[config.mk]
export PLATFORM = sky130hd
export DESIGN_NAME = bfsp_top
export DESIGN_NICKNAME = d
export VERILOG_FILES = /design/src/shared/bfsp_pkg.sv /design/src/bfsp_top.sv
export SDC_FILE = /design/constraint.sdc
export NUM_CORES = 1
export LEC_CHECK = 0
export ABC_AREA = 1
export ABC_CLOCK_PERIOD_IN_PS = 2700
export BUFFER_PORTS_ARGS = -buffer_cell sky130_fd_sc_hd__buf_2
export CAP_MARGIN = 20
export CELL_PAD_IN_SITES_DETAIL_PLACEMENT = 0
export CELL_PAD_IN_SITES_GLOBAL_PLACEMENT = 1
export CORE_UTILIZATION = 25
export CTS_CLUSTER_DIAMETER = 150
export DETAILED_ROUTE_END_ITERATION = 10
export PLACE_DENSITY_LB_ADDON = 0.1
export SETUP_SLACK_MARGIN = 0.3
export SYNTH_ARGS = -nofsm -noshare
export SYNTH_HDL_FRONTEND = slang
export SYNTH_SLANG_ARGS = --single-unit
[constraint.sdc]
create_clock -name core_clk -period 2.7 [get_ports core_clk]
set_input_delay 0.54 -clock core_clk [delete_from_list [all_inputs] [get_ports core_clk]]
set_output_delay 0.54 -clock core_clk [all_outputs]
set_load 0.1 [all_outputs]
[src/shared/bfsp_pkg.sv]
// shared constants and carrier types for the boot flash section protection
package bfsp_pkg;
    // flash word address width and page word-select width
    localparam int AW     = 13;
    localparam int PAGE_W = 5;

    // register byte offsets
    localparam logic [3:0] REG_LOCK  = 4'h0;
    localparam logic [3:0] REG_CFG   = 4'h4;
    localparam logic [3:0] REG_STAT  = 4'h8;
    localparam logic [3:0] REG_ERASE = 4'hC;

    // lock register fields, 1 = unprogrammed
    localparam int LK_APP_WR  = 0;
    localparam int LK_APP_RD  = 1;
    localparam int LK_BOOT_WR = 2;
    localparam int LK_BOOT_RD = 3;
    localparam logic [3:0] LOCK_RST = 4'hF;

    // config register fields
    localparam int CFG_BSZ = 0;
    localparam int CFG_VEC = 2;
    localparam logic [1:0] BSZ_RST = 2'h3;

    // status register fields
    localparam int ST_BUSY = 0;
    localparam int ST_PROG = 1;
    localparam int ST_HALT = 2;

    localparam logic [7:0] ERASE_KEY = 8'hE5;

    typedef enum logic { OP_ERASE, OP_WRITE } bfsp_op_t;
    typedef enum logic { PS_IDLE, PS_PROG } bfsp_pst_t;

    typedef struct packed {
        logic            valid;
        bfsp_op_t        op;
        logic [AW-1:0]   page_addr;
        logic [AW-1:0]   exec_addr;
    } bfsp_spm_req_t;

    typedef struct packed {
        logic            done;
        logic            refused;
    } bfsp_spm_rsp_t;

    typedef struct packed {
        logic            valid;
        logic [AW:0]     byte_addr;
        logic [AW-1:0]   exec_addr;
    } bfsp_lpm_req_t;

    typedef struct packed {
        logic            valid;
        logic            refused;
        logic [7:0]      data;
    } bfsp_lpm_rsp_t;

    typedef struct packed {
        logic            start;
        bfsp_op_t        op;
        logic [AW-1:0]   page_addr;
    } bfsp_fcmd_t;

    typedef struct packed {
        logic            ack;
        logic [31:0]     rdata;
        logic [3:0]      locks;
        logic [1:0]      bsz;
        logic            vec_boot;
        logic            busy;
        bfsp_pst_t       pst;
        logic            non_rewritable_section;
        bfsp_fcmd_t      fcmd;
        bfsp_spm_rsp_t   spm_rsp;
        bfsp_lpm_rsp_t   lpm_rsp;
        logic            irq_mask;
    } bfsp_state_t;
endpackage : bfsp_pkg

[src/bfsp_top.sv]
// boot flash section protection and read-while-write arbitration
`timescale 1ns/10ps

// Operation
// - store from application section is ignored, never starts programming
// - programming starts only for a store executed from the boot section
// - boot-section store may target any page, boot pages included
// - boot size fuses set the section boundary; each section has own locks
// - rewritable-section operation keeps core running, other section readable
// - non-rewritable-section operation halts core for its whole duration
// - rewritable section unreadable during programming; software avoids it
// - busy flag reads one while rewritable-section reads are blocked
// - boot section always lies inside the non-rewritable section
// - lock bits programmed by software or programmer, cleared by erase only
// - general write lock does not stop store-driven programming
// - general read/write lock does not restrict load or store
// - application locks both one: no application access restriction
// - application write lock zero refuses stores to application section
// - application read lock zero refuses boot-code loads of application
// - application read lock zero masks boot vectors while in application
// - boot locks both one: no boot section access restriction
// - boot write lock zero refuses stores to boot section
// - boot read lock zero refuses application-code loads of boot section
// - boot read lock zero masks application vectors while in boot code
// - target page latched at start decides which section is busy
module bfsp_top #(
    parameter int NON_REWRITABLE_SECTION_WORDS     = 1024,
    parameter int BOOT_MIN_WORDS = 128
) (
    // clock and reset
    input  wire logic                   core_clk,
    input  wire logic                   rst_n,
    // avalon-mm register slave
    input  wire logic [3:0]             avs_address,
    input  wire logic                   avs_read,
    input  wire logic                   avs_write,
    input  wire logic [31:0]            avs_writedata,
    input  wire logic [3:0]             avs_byteenable,
    output logic      [31:0]            avs_readdata,
    output logic                        avs_waitrequest,
    // core program-memory requests
    input  wire bfsp_pkg::bfsp_spm_req_t spm_req,
    output bfsp_pkg::bfsp_spm_rsp_t      spm_rsp,
    input  wire bfsp_pkg::bfsp_lpm_req_t lpm_req,
    output bfsp_pkg::bfsp_lpm_rsp_t      lpm_rsp,
    // core fetch and execution state
    input  wire logic [bfsp_pkg::AW-1:0] fetch_addr,
    input  wire logic [bfsp_pkg::AW-1:0] core_pc,
    output logic                        fetch_blocked,
    output logic                        core_halt,
    output logic                        irq_mask,
    // flash array
    output bfsp_pkg::bfsp_fcmd_t         flash_cmd,
    input  wire logic                   flash_done,
    output logic      [bfsp_pkg::AW:0]  flash_rd_addr,
    input  wire logic [7:0]             flash_rd_data
);
    localparam int FLASH_WORDS = 1 << bfsp_pkg::AW;
    localparam logic [bfsp_pkg::AW-1:0] NON_REWRITABLE_SECTION_START =
        bfsp_pkg::AW'(FLASH_WORDS - NON_REWRITABLE_SECTION_WORDS);

    // largest boot size is eight times the smallest; it must stay non-rewritable
    if (BOOT_MIN_WORDS * 8 > NON_REWRITABLE_SECTION_WORDS) begin : g_boot_fit
        $error("boot section larger than non-rewritable section");
    end
    if (NON_REWRITABLE_SECTION_WORDS >= FLASH_WORDS || BOOT_MIN_WORDS < 1) begin : g_size_ok
        $error("section sizes out of range");
    end

    logic [1:0] rst_sync;
    logic       rst_n_sync;

    always_ff @(posedge core_clk or negedge rst_n) begin
        if (!rst_n) begin
            rst_sync <= 2'h0;
        end else begin
            rst_sync <= {rst_sync[0], 1'b1};
        end
    end
    assign rst_n_sync = rst_sync[1];

    // first word of the boot section for a fuse setting
    function automatic logic [bfsp_pkg::AW-1:0] boot_start(
        input logic [1:0] bsz
    );
        int words;
        words = BOOT_MIN_WORDS << (2'h3 - bsz);
        return bfsp_pkg::AW'(FLASH_WORDS - words);
    endfunction : boot_start

    function automatic logic in_boot(
        input logic [bfsp_pkg::AW-1:0] a,
        input logic [1:0]              bsz
    );
        return a >= boot_start(bsz);
    endfunction : in_boot

    function automatic logic in_non_rewritable_section(input logic [bfsp_pkg::AW-1:0] a);
        return a >= NON_REWRITABLE_SECTION_START;
    endfunction : in_non_rewritable_section

    bfsp_pkg::bfsp_state_t r_reg;
    bfsp_pkg::bfsp_state_t r_next;

    logic                  req;
    logic                  wr_go;
    logic [bfsp_pkg::AW-1:0] spm_page;
    logic                  spm_tgt_boot;
    logic                  spm_exec_boot;
    logic                  spm_locked;
    logic [bfsp_pkg::AW-1:0] lpm_word;
    logic                  lpm_tgt_boot;
    logic                  lpm_exec_boot;
    logic                  lpm_locked;
    logic                  lpm_rww_hit;
    logic                  pc_boot;

    assign req      = avs_read | avs_write;
    assign wr_go    = avs_write & r_reg.ack & avs_byteenable[0];
    assign spm_page = {spm_req.page_addr[bfsp_pkg::AW-1:bfsp_pkg::PAGE_W],
                       bfsp_pkg::PAGE_W'(0)};
    assign spm_tgt_boot  = in_boot(spm_page, r_reg.bsz);
    assign spm_exec_boot = in_boot(spm_req.exec_addr, r_reg.bsz);
    assign lpm_word      = lpm_req.byte_addr[bfsp_pkg::AW:1];
    assign lpm_tgt_boot  = in_boot(lpm_word, r_reg.bsz);
    assign lpm_exec_boot = in_boot(lpm_req.exec_addr, r_reg.bsz);
    assign pc_boot       = in_boot(core_pc, r_reg.bsz);

    // general lock modes take no part in these terms
    // all-ones locks give no term below a chance to refuse
    assign spm_locked =
        (!spm_tgt_boot && !r_reg.locks[bfsp_pkg::LK_APP_WR]) ||
        (spm_tgt_boot && !r_reg.locks[bfsp_pkg::LK_BOOT_WR]);

    assign lpm_locked =
        (lpm_exec_boot && !lpm_tgt_boot &&
         !r_reg.locks[bfsp_pkg::LK_APP_RD]) ||
        (!lpm_exec_boot && lpm_tgt_boot &&
         !r_reg.locks[bfsp_pkg::LK_BOOT_RD]);

    assign lpm_rww_hit = r_reg.busy && !in_non_rewritable_section(lpm_word);

    always_comb begin
        r_next = r_reg;
        r_next.ack = req & ~r_reg.ack;
        r_next.fcmd.start = 1'b0;
        r_next.spm_rsp = '0;
        r_next.lpm_rsp = '0;

        // register read, answered one cycle later
        if (avs_read && !r_reg.ack) begin
            r_next.rdata = 32'h0;
            case (avs_address)
                bfsp_pkg::REG_LOCK: begin
                    r_next.rdata[3:0] = r_reg.locks;
                end
                bfsp_pkg::REG_CFG: begin
                    r_next.rdata[bfsp_pkg::CFG_BSZ +: 2] = r_reg.bsz;
                    r_next.rdata[bfsp_pkg::CFG_VEC] = r_reg.vec_boot;
                end
                bfsp_pkg::REG_STAT: begin
                    r_next.rdata[bfsp_pkg::ST_BUSY] = r_reg.busy;
                    r_next.rdata[bfsp_pkg::ST_PROG] =
                        (r_reg.pst == bfsp_pkg::PS_PROG);
                    r_next.rdata[bfsp_pkg::ST_HALT] = core_halt;
                end
                default: begin
                    r_next.rdata = 32'h0;
                end
            endcase
        end

        // register write takes effect at the edge that completes it
        if (wr_go) begin
            case (avs_address)
                bfsp_pkg::REG_LOCK: begin
                    // writes can only program bits to zero
                    r_next.locks = r_reg.locks & avs_writedata[3:0];
                end
                bfsp_pkg::REG_CFG: begin
                    // boundary must not move under a running operation
                    if (r_reg.pst == bfsp_pkg::PS_IDLE) begin
                        r_next.bsz = avs_writedata[bfsp_pkg::CFG_BSZ +: 2];
                        r_next.vec_boot = avs_writedata[bfsp_pkg::CFG_VEC];
                    end
                end
                bfsp_pkg::REG_STAT: begin
                    if (avs_writedata[bfsp_pkg::ST_BUSY] &&
                        r_reg.pst == bfsp_pkg::PS_IDLE) begin
                        r_next.busy = 1'b0;
                    end
                end
                bfsp_pkg::REG_ERASE: begin
                    if (avs_writedata[7:0] == bfsp_pkg::ERASE_KEY) begin
                        r_next.locks = bfsp_pkg::LOCK_RST;
                    end
                end
                default: begin
                    r_next.locks = r_next.locks;
                end
            endcase
        end

        // programming sequencer
        case (r_reg.pst)
            bfsp_pkg::PS_IDLE: begin
                if (spm_req.valid) begin
                    if (!spm_exec_boot) begin
                        r_next.spm_rsp.refused = 1'b1;
                    end else if (spm_locked) begin
                        r_next.spm_rsp.refused = 1'b1;
                    end else begin
                        r_next.pst = bfsp_pkg::PS_PROG;
                        r_next.fcmd.start = 1'b1;
                        r_next.fcmd.op = spm_req.op;
                        r_next.fcmd.page_addr = spm_page;
                        r_next.non_rewritable_section = in_non_rewritable_section(spm_page);
                        // a start beats a software clear in the same cycle
                        if (!in_non_rewritable_section(spm_page)) begin
                            r_next.busy = 1'b1;
                        end
                    end
                end
            end
            bfsp_pkg::PS_PROG: begin
                if (spm_req.valid) begin
                    r_next.spm_rsp.refused = 1'b1;
                end
                if (flash_done) begin
                    r_next.pst = bfsp_pkg::PS_IDLE;
                    r_next.spm_rsp.done = 1'b1;
                end
            end
            default: begin
                r_next.pst = bfsp_pkg::PS_IDLE;
            end
        endcase

        // program-memory load
        if (lpm_req.valid) begin
            r_next.lpm_rsp.valid = 1'b1;
            if (lpm_locked || lpm_rww_hit) begin
                r_next.lpm_rsp.refused = 1'b1;
                r_next.lpm_rsp.data = 8'h00;
            end else begin
                r_next.lpm_rsp.data = flash_rd_data;
            end
        end

        // vectors in the other section are masked while the running section is read-locked
        r_next.irq_mask =
            (!pc_boot && r_reg.vec_boot &&
             !r_reg.locks[bfsp_pkg::LK_APP_RD]) ||
            (pc_boot && !r_reg.vec_boot &&
             !r_reg.locks[bfsp_pkg::LK_BOOT_RD]);
    end

    always_ff @(posedge core_clk or negedge rst_n_sync) begin
        if (!rst_n_sync) begin
            r_reg <= '{ack: 1'b0, rdata: 32'h0,
                       locks: bfsp_pkg::LOCK_RST,
                       bsz: bfsp_pkg::BSZ_RST, vec_boot: 1'b0,
                       busy: 1'b0, pst: bfsp_pkg::PS_IDLE,
                       non_rewritable_section: 1'b0, fcmd: '0, spm_rsp: '0,
                       lpm_rsp: '0, irq_mask: 1'b0};
        end else begin
            r_reg <= r_next;
        end
    end

    assign avs_waitrequest = req & ~r_reg.ack;
    assign avs_readdata    = r_reg.rdata;
    assign spm_rsp         = r_reg.spm_rsp;
    assign lpm_rsp         = r_reg.lpm_rsp;
    assign flash_cmd       = r_reg.fcmd;
    assign flash_rd_addr   = lpm_req.byte_addr;
    assign irq_mask        = r_reg.irq_mask;
    // rewritable target keeps the core running; the other halts it
    assign core_halt = (r_reg.pst == bfsp_pkg::PS_PROG) &&
                       r_reg.non_rewritable_section;
    assign fetch_blocked = r_reg.busy && !in_non_rewritable_section(fetch_addr);

    // ---- checks
    logic erase_wr;
    assign erase_wr = wr_go && avs_address == bfsp_pkg::REG_ERASE &&
                      avs_writedata[7:0] == bfsp_pkg::ERASE_KEY;
endmodule : bfsp_top

==> results.md <==
- Gp weighted congestion: 0.7135
- Cell Area, Placed: about 3400 µm²
- CTS tree: built
- CP required: slightly below 3 ns
- Netlist cell types: 33
- TNS Setup: 0 ns
- Final Critical Period: between 2 and 2.5 ns
- Largest net degree at the start of global routing: 39
- Chip Height: between 100 and 150 µm
- CTS HTree Levels: 2
- IO Port Bufs: between 100 and 150
- Final setup vio count: 0
- Kind of start point of the critical path: flop
- CP endpoint kind: flop
- Average vias per placed instance: between 4 and 5
- Reg clk slew, reported paths: approximately 0.07 ns
- Max reg flops: 11
- RSZ-0062 raised after global routing: no
- CP Max Fanout: 6
- Share of layout cells above drive strength 1: 0.3724
- DP Wirelength: ~5900 µm
- Core Rows: 40
- Mapped Area: 3064 µm²
- Worst slew pin tran: approximately 0.86 ns
- WP buf/inv: 2
- Final hold slack: around 0.024 ns
- Crit path cell chain: nand2_2, buf_4, ha_1, nand3_1, nor2_1, nand2_1, nand4_2, nand2_2, nor2_4, buf_4, nand3_2, nand2_1
- Antenna violations before repair: 0
- Status: finished clean
- CP delay by family, top: simple AND/OR/NAND/NOR gates
- Final Util: 0.3104
- Yosys warning count: 0
- Fmax: between 400 and 500 MHz
- Starting Density: 0.2562
- Clk_lat worst skew: 0.29 ns
- Clock skew: around 0.011 ns
- Number of CTS-inserted buffers: 5
- Fin area: approximately 3700 µm²
- PnR Total Power: 2.874 mW
- Vias in the first global route: about 2.5k
- Area growth syn-to-layout: 21.15%
- Global route overflow: 0
- Max-Cap Viols: 0
- Worst setup path class: flop to flop
- Final Max Tran Viols: 0
- Pwr Density: between 700 and 800 nW/µm²
- #FFs+latches synth: 40
- First-pass GRT wire length: 11790 µm
- # DRC: 0
- Final period utilization: 0.8320
- CTS Buffer Depth: 2
- Sequential share of the synthesized area: 0.3291
- Post-route ant nets: 0
- Final Hold Vio Count: 0
- Full die area: around 13000 µm²
- Crit path DAT: approximately 2.5 ns
- Crit path max-delay cell type: dfstp_2
- Drt pass-1 iters: 5
- Final #Nets: roughly 640
- Drt total wl: between 7000 and 8000 µm
- Cells after synthesis: 391
- Vias post-DR: 2604
- Placed Instances: 618
- DR WL/cell: ~12 µm
- Slowest stage delay, CP: approximately 0.59 ns
- Chip Width: ~110 µm
- Peak supply drop: ~0.23 mV
- CTS root buf: clkbuf_16
- Ant. Diodes: 0
- Synthesized area per cell: between 7 and 8 µm²
- CORE AREA: around 12000 µm²
- Relative slew margins: 0.4297
- # fillers: about 1.3k
- Slack of the critical path: 0.4537 ns
- Static Leakage: between 2 and 2.5 nW
- Worst min path class: input port to async pin
- IO Pins: approximately 210
- CTS Sinks: 40
- GRT Overall Usage: 0.1198
- Initial DRC Count: 70
- Final cell count without fillers: about 630
- Pre-CTS WS: 0.07891 ns
==> layout by cell type, fill, tap and decap left out, drive strengths merged, types with 4 or more instances in the layout <==
master	netlist	final
a21oi	4	4
buf	77	126
clkbuf	0	6
conb	2	39
dfrtp	34	34
dfstp	6	6
ha	16	16
inv	50	50
mux2	5	5
nand2	85	85
nand3	37	37
nand4	9	10
nor2	39	39
o21ai	10	10
==> path summary, 6_finish.rpt <==
kind	start	to	slack [ns]	cells after the start
max reg2reg	r_reg[33]	r_reg[28]	0.45	12
min in group core_clk	rst_sync[0]	rst_sync[1]	0.36	0
max	r_reg[33]	r_reg[28]	0.45	12
max in group asynchronous	rst_sync[1]	flash_cmd[7]	1.78	0
min reg2reg	rst_sync[0]	rst_sync[1]	0.36	0
min	rst_n	rst_sync[0]	0.02	1
==> logic make-up (layout without fill, tap and decap cells) <==
group	Yosys count	in the layout	synth area share
AO/OA/AOI/OAI	26	26	0.05390
adder cells (fa/ha/maj)	16	16	0.06533
buffers and inverters	127	184	0.2540
flip-flops	40	40	0.3291
multiplexers	5	5	0.01837
other	2	39	0.002451
AND/OR/NAND/NOR	175	176	0.2769
==> cell usage after synthesis, drive strengths merged <==
cell    instances  area (µm²)
a21boi          3       26.27
a21oi           4       20.02
a31oi           1       6.260
and2            1       6.260
buf            77       590.6
conb            2       7.510
dfrtp          34       850.8
dfstp           6       157.7
ha             16       200.2
inv            50       187.7
mux2            5       56.30
nand2          85       336.6
nand3          37       245.2
nand4           9       75.08
nor2           39       163.9
nor3            3       15.01
o211ai          1       7.510
o21a            1       7.510
o21ai          10       50.04
o21bai          3       22.52
o221ai          2       17.52
o31ai           1       7.510
or2             1       6.260
==> worst register-to-register path, cell delays in order (launching register included) <==
cell and delay [ns]:
dfstp_2 0.59, nand2_2 0.09, buf_4 0.17, ha_1 0.30
nand3_1 0.09, nor2_1 0.12, nand2_1 0.11, nand4_2 0.20
nand2_2 0.10, nor2_4 0.14, buf_4 0.15, nand3_2 0.07
nand2_1 0.07
==> metal layers <==
layer / track usage / wire, µm / up-vias
li1: - / - / 1317
met1: 0.1484 / 3356 / 1191
met2: 0.2119 / 3578 / 91
met3: 0.02089 / 367 / 5
met4: 0.03556 / 62 / 0
met5: 0 / 0 / -
==> layout make-up <==
| cell class | instances | area (µm²) | share of cell area |
|---|---|---|---|
| well taps | 147 | 183.9 | 0.04954 |
| multi-input cells | 262 | 1486 | 0.4004 |
| inverters | 50 | 190.2 | 0.05123 |
| flip-flops and latches | 40 | 1010 | 0.2720 |
| clock buffers | 6 | 138.9 | 0.03741 |
| clock inverters | 2 | 38.79 | 0.01045 |
| repair buffers | 126 | 664.4 | 0.1790 |
==> power by group <==
| part | internal [mW] | switching, mW | leakage (nW) | total, mW |
|---|---|---|---|---|
| Sequential | 0.695 | 0.0644 | 0.502 | 0.760 |
| Clock | 0.463 | 0.245 | 0.0871 | 0.708 |
| Combinational | 0.251 | 1.16 | 1.49 | 1.41 |
==> repair_timing <==
| item | CTS | global route |
|---|---|---|
| hold buffers | 0 | 0 |
| resized for setup | 4 | 11 |
| endpoints found under the setup margin | 21 | 21 |
| pin swaps | 1 | 2 |
| gates cloned | 0 | 1 |
| buffers inserted | 3 | 3 |
Note: power is estimated with default switching activity, not from simulation.
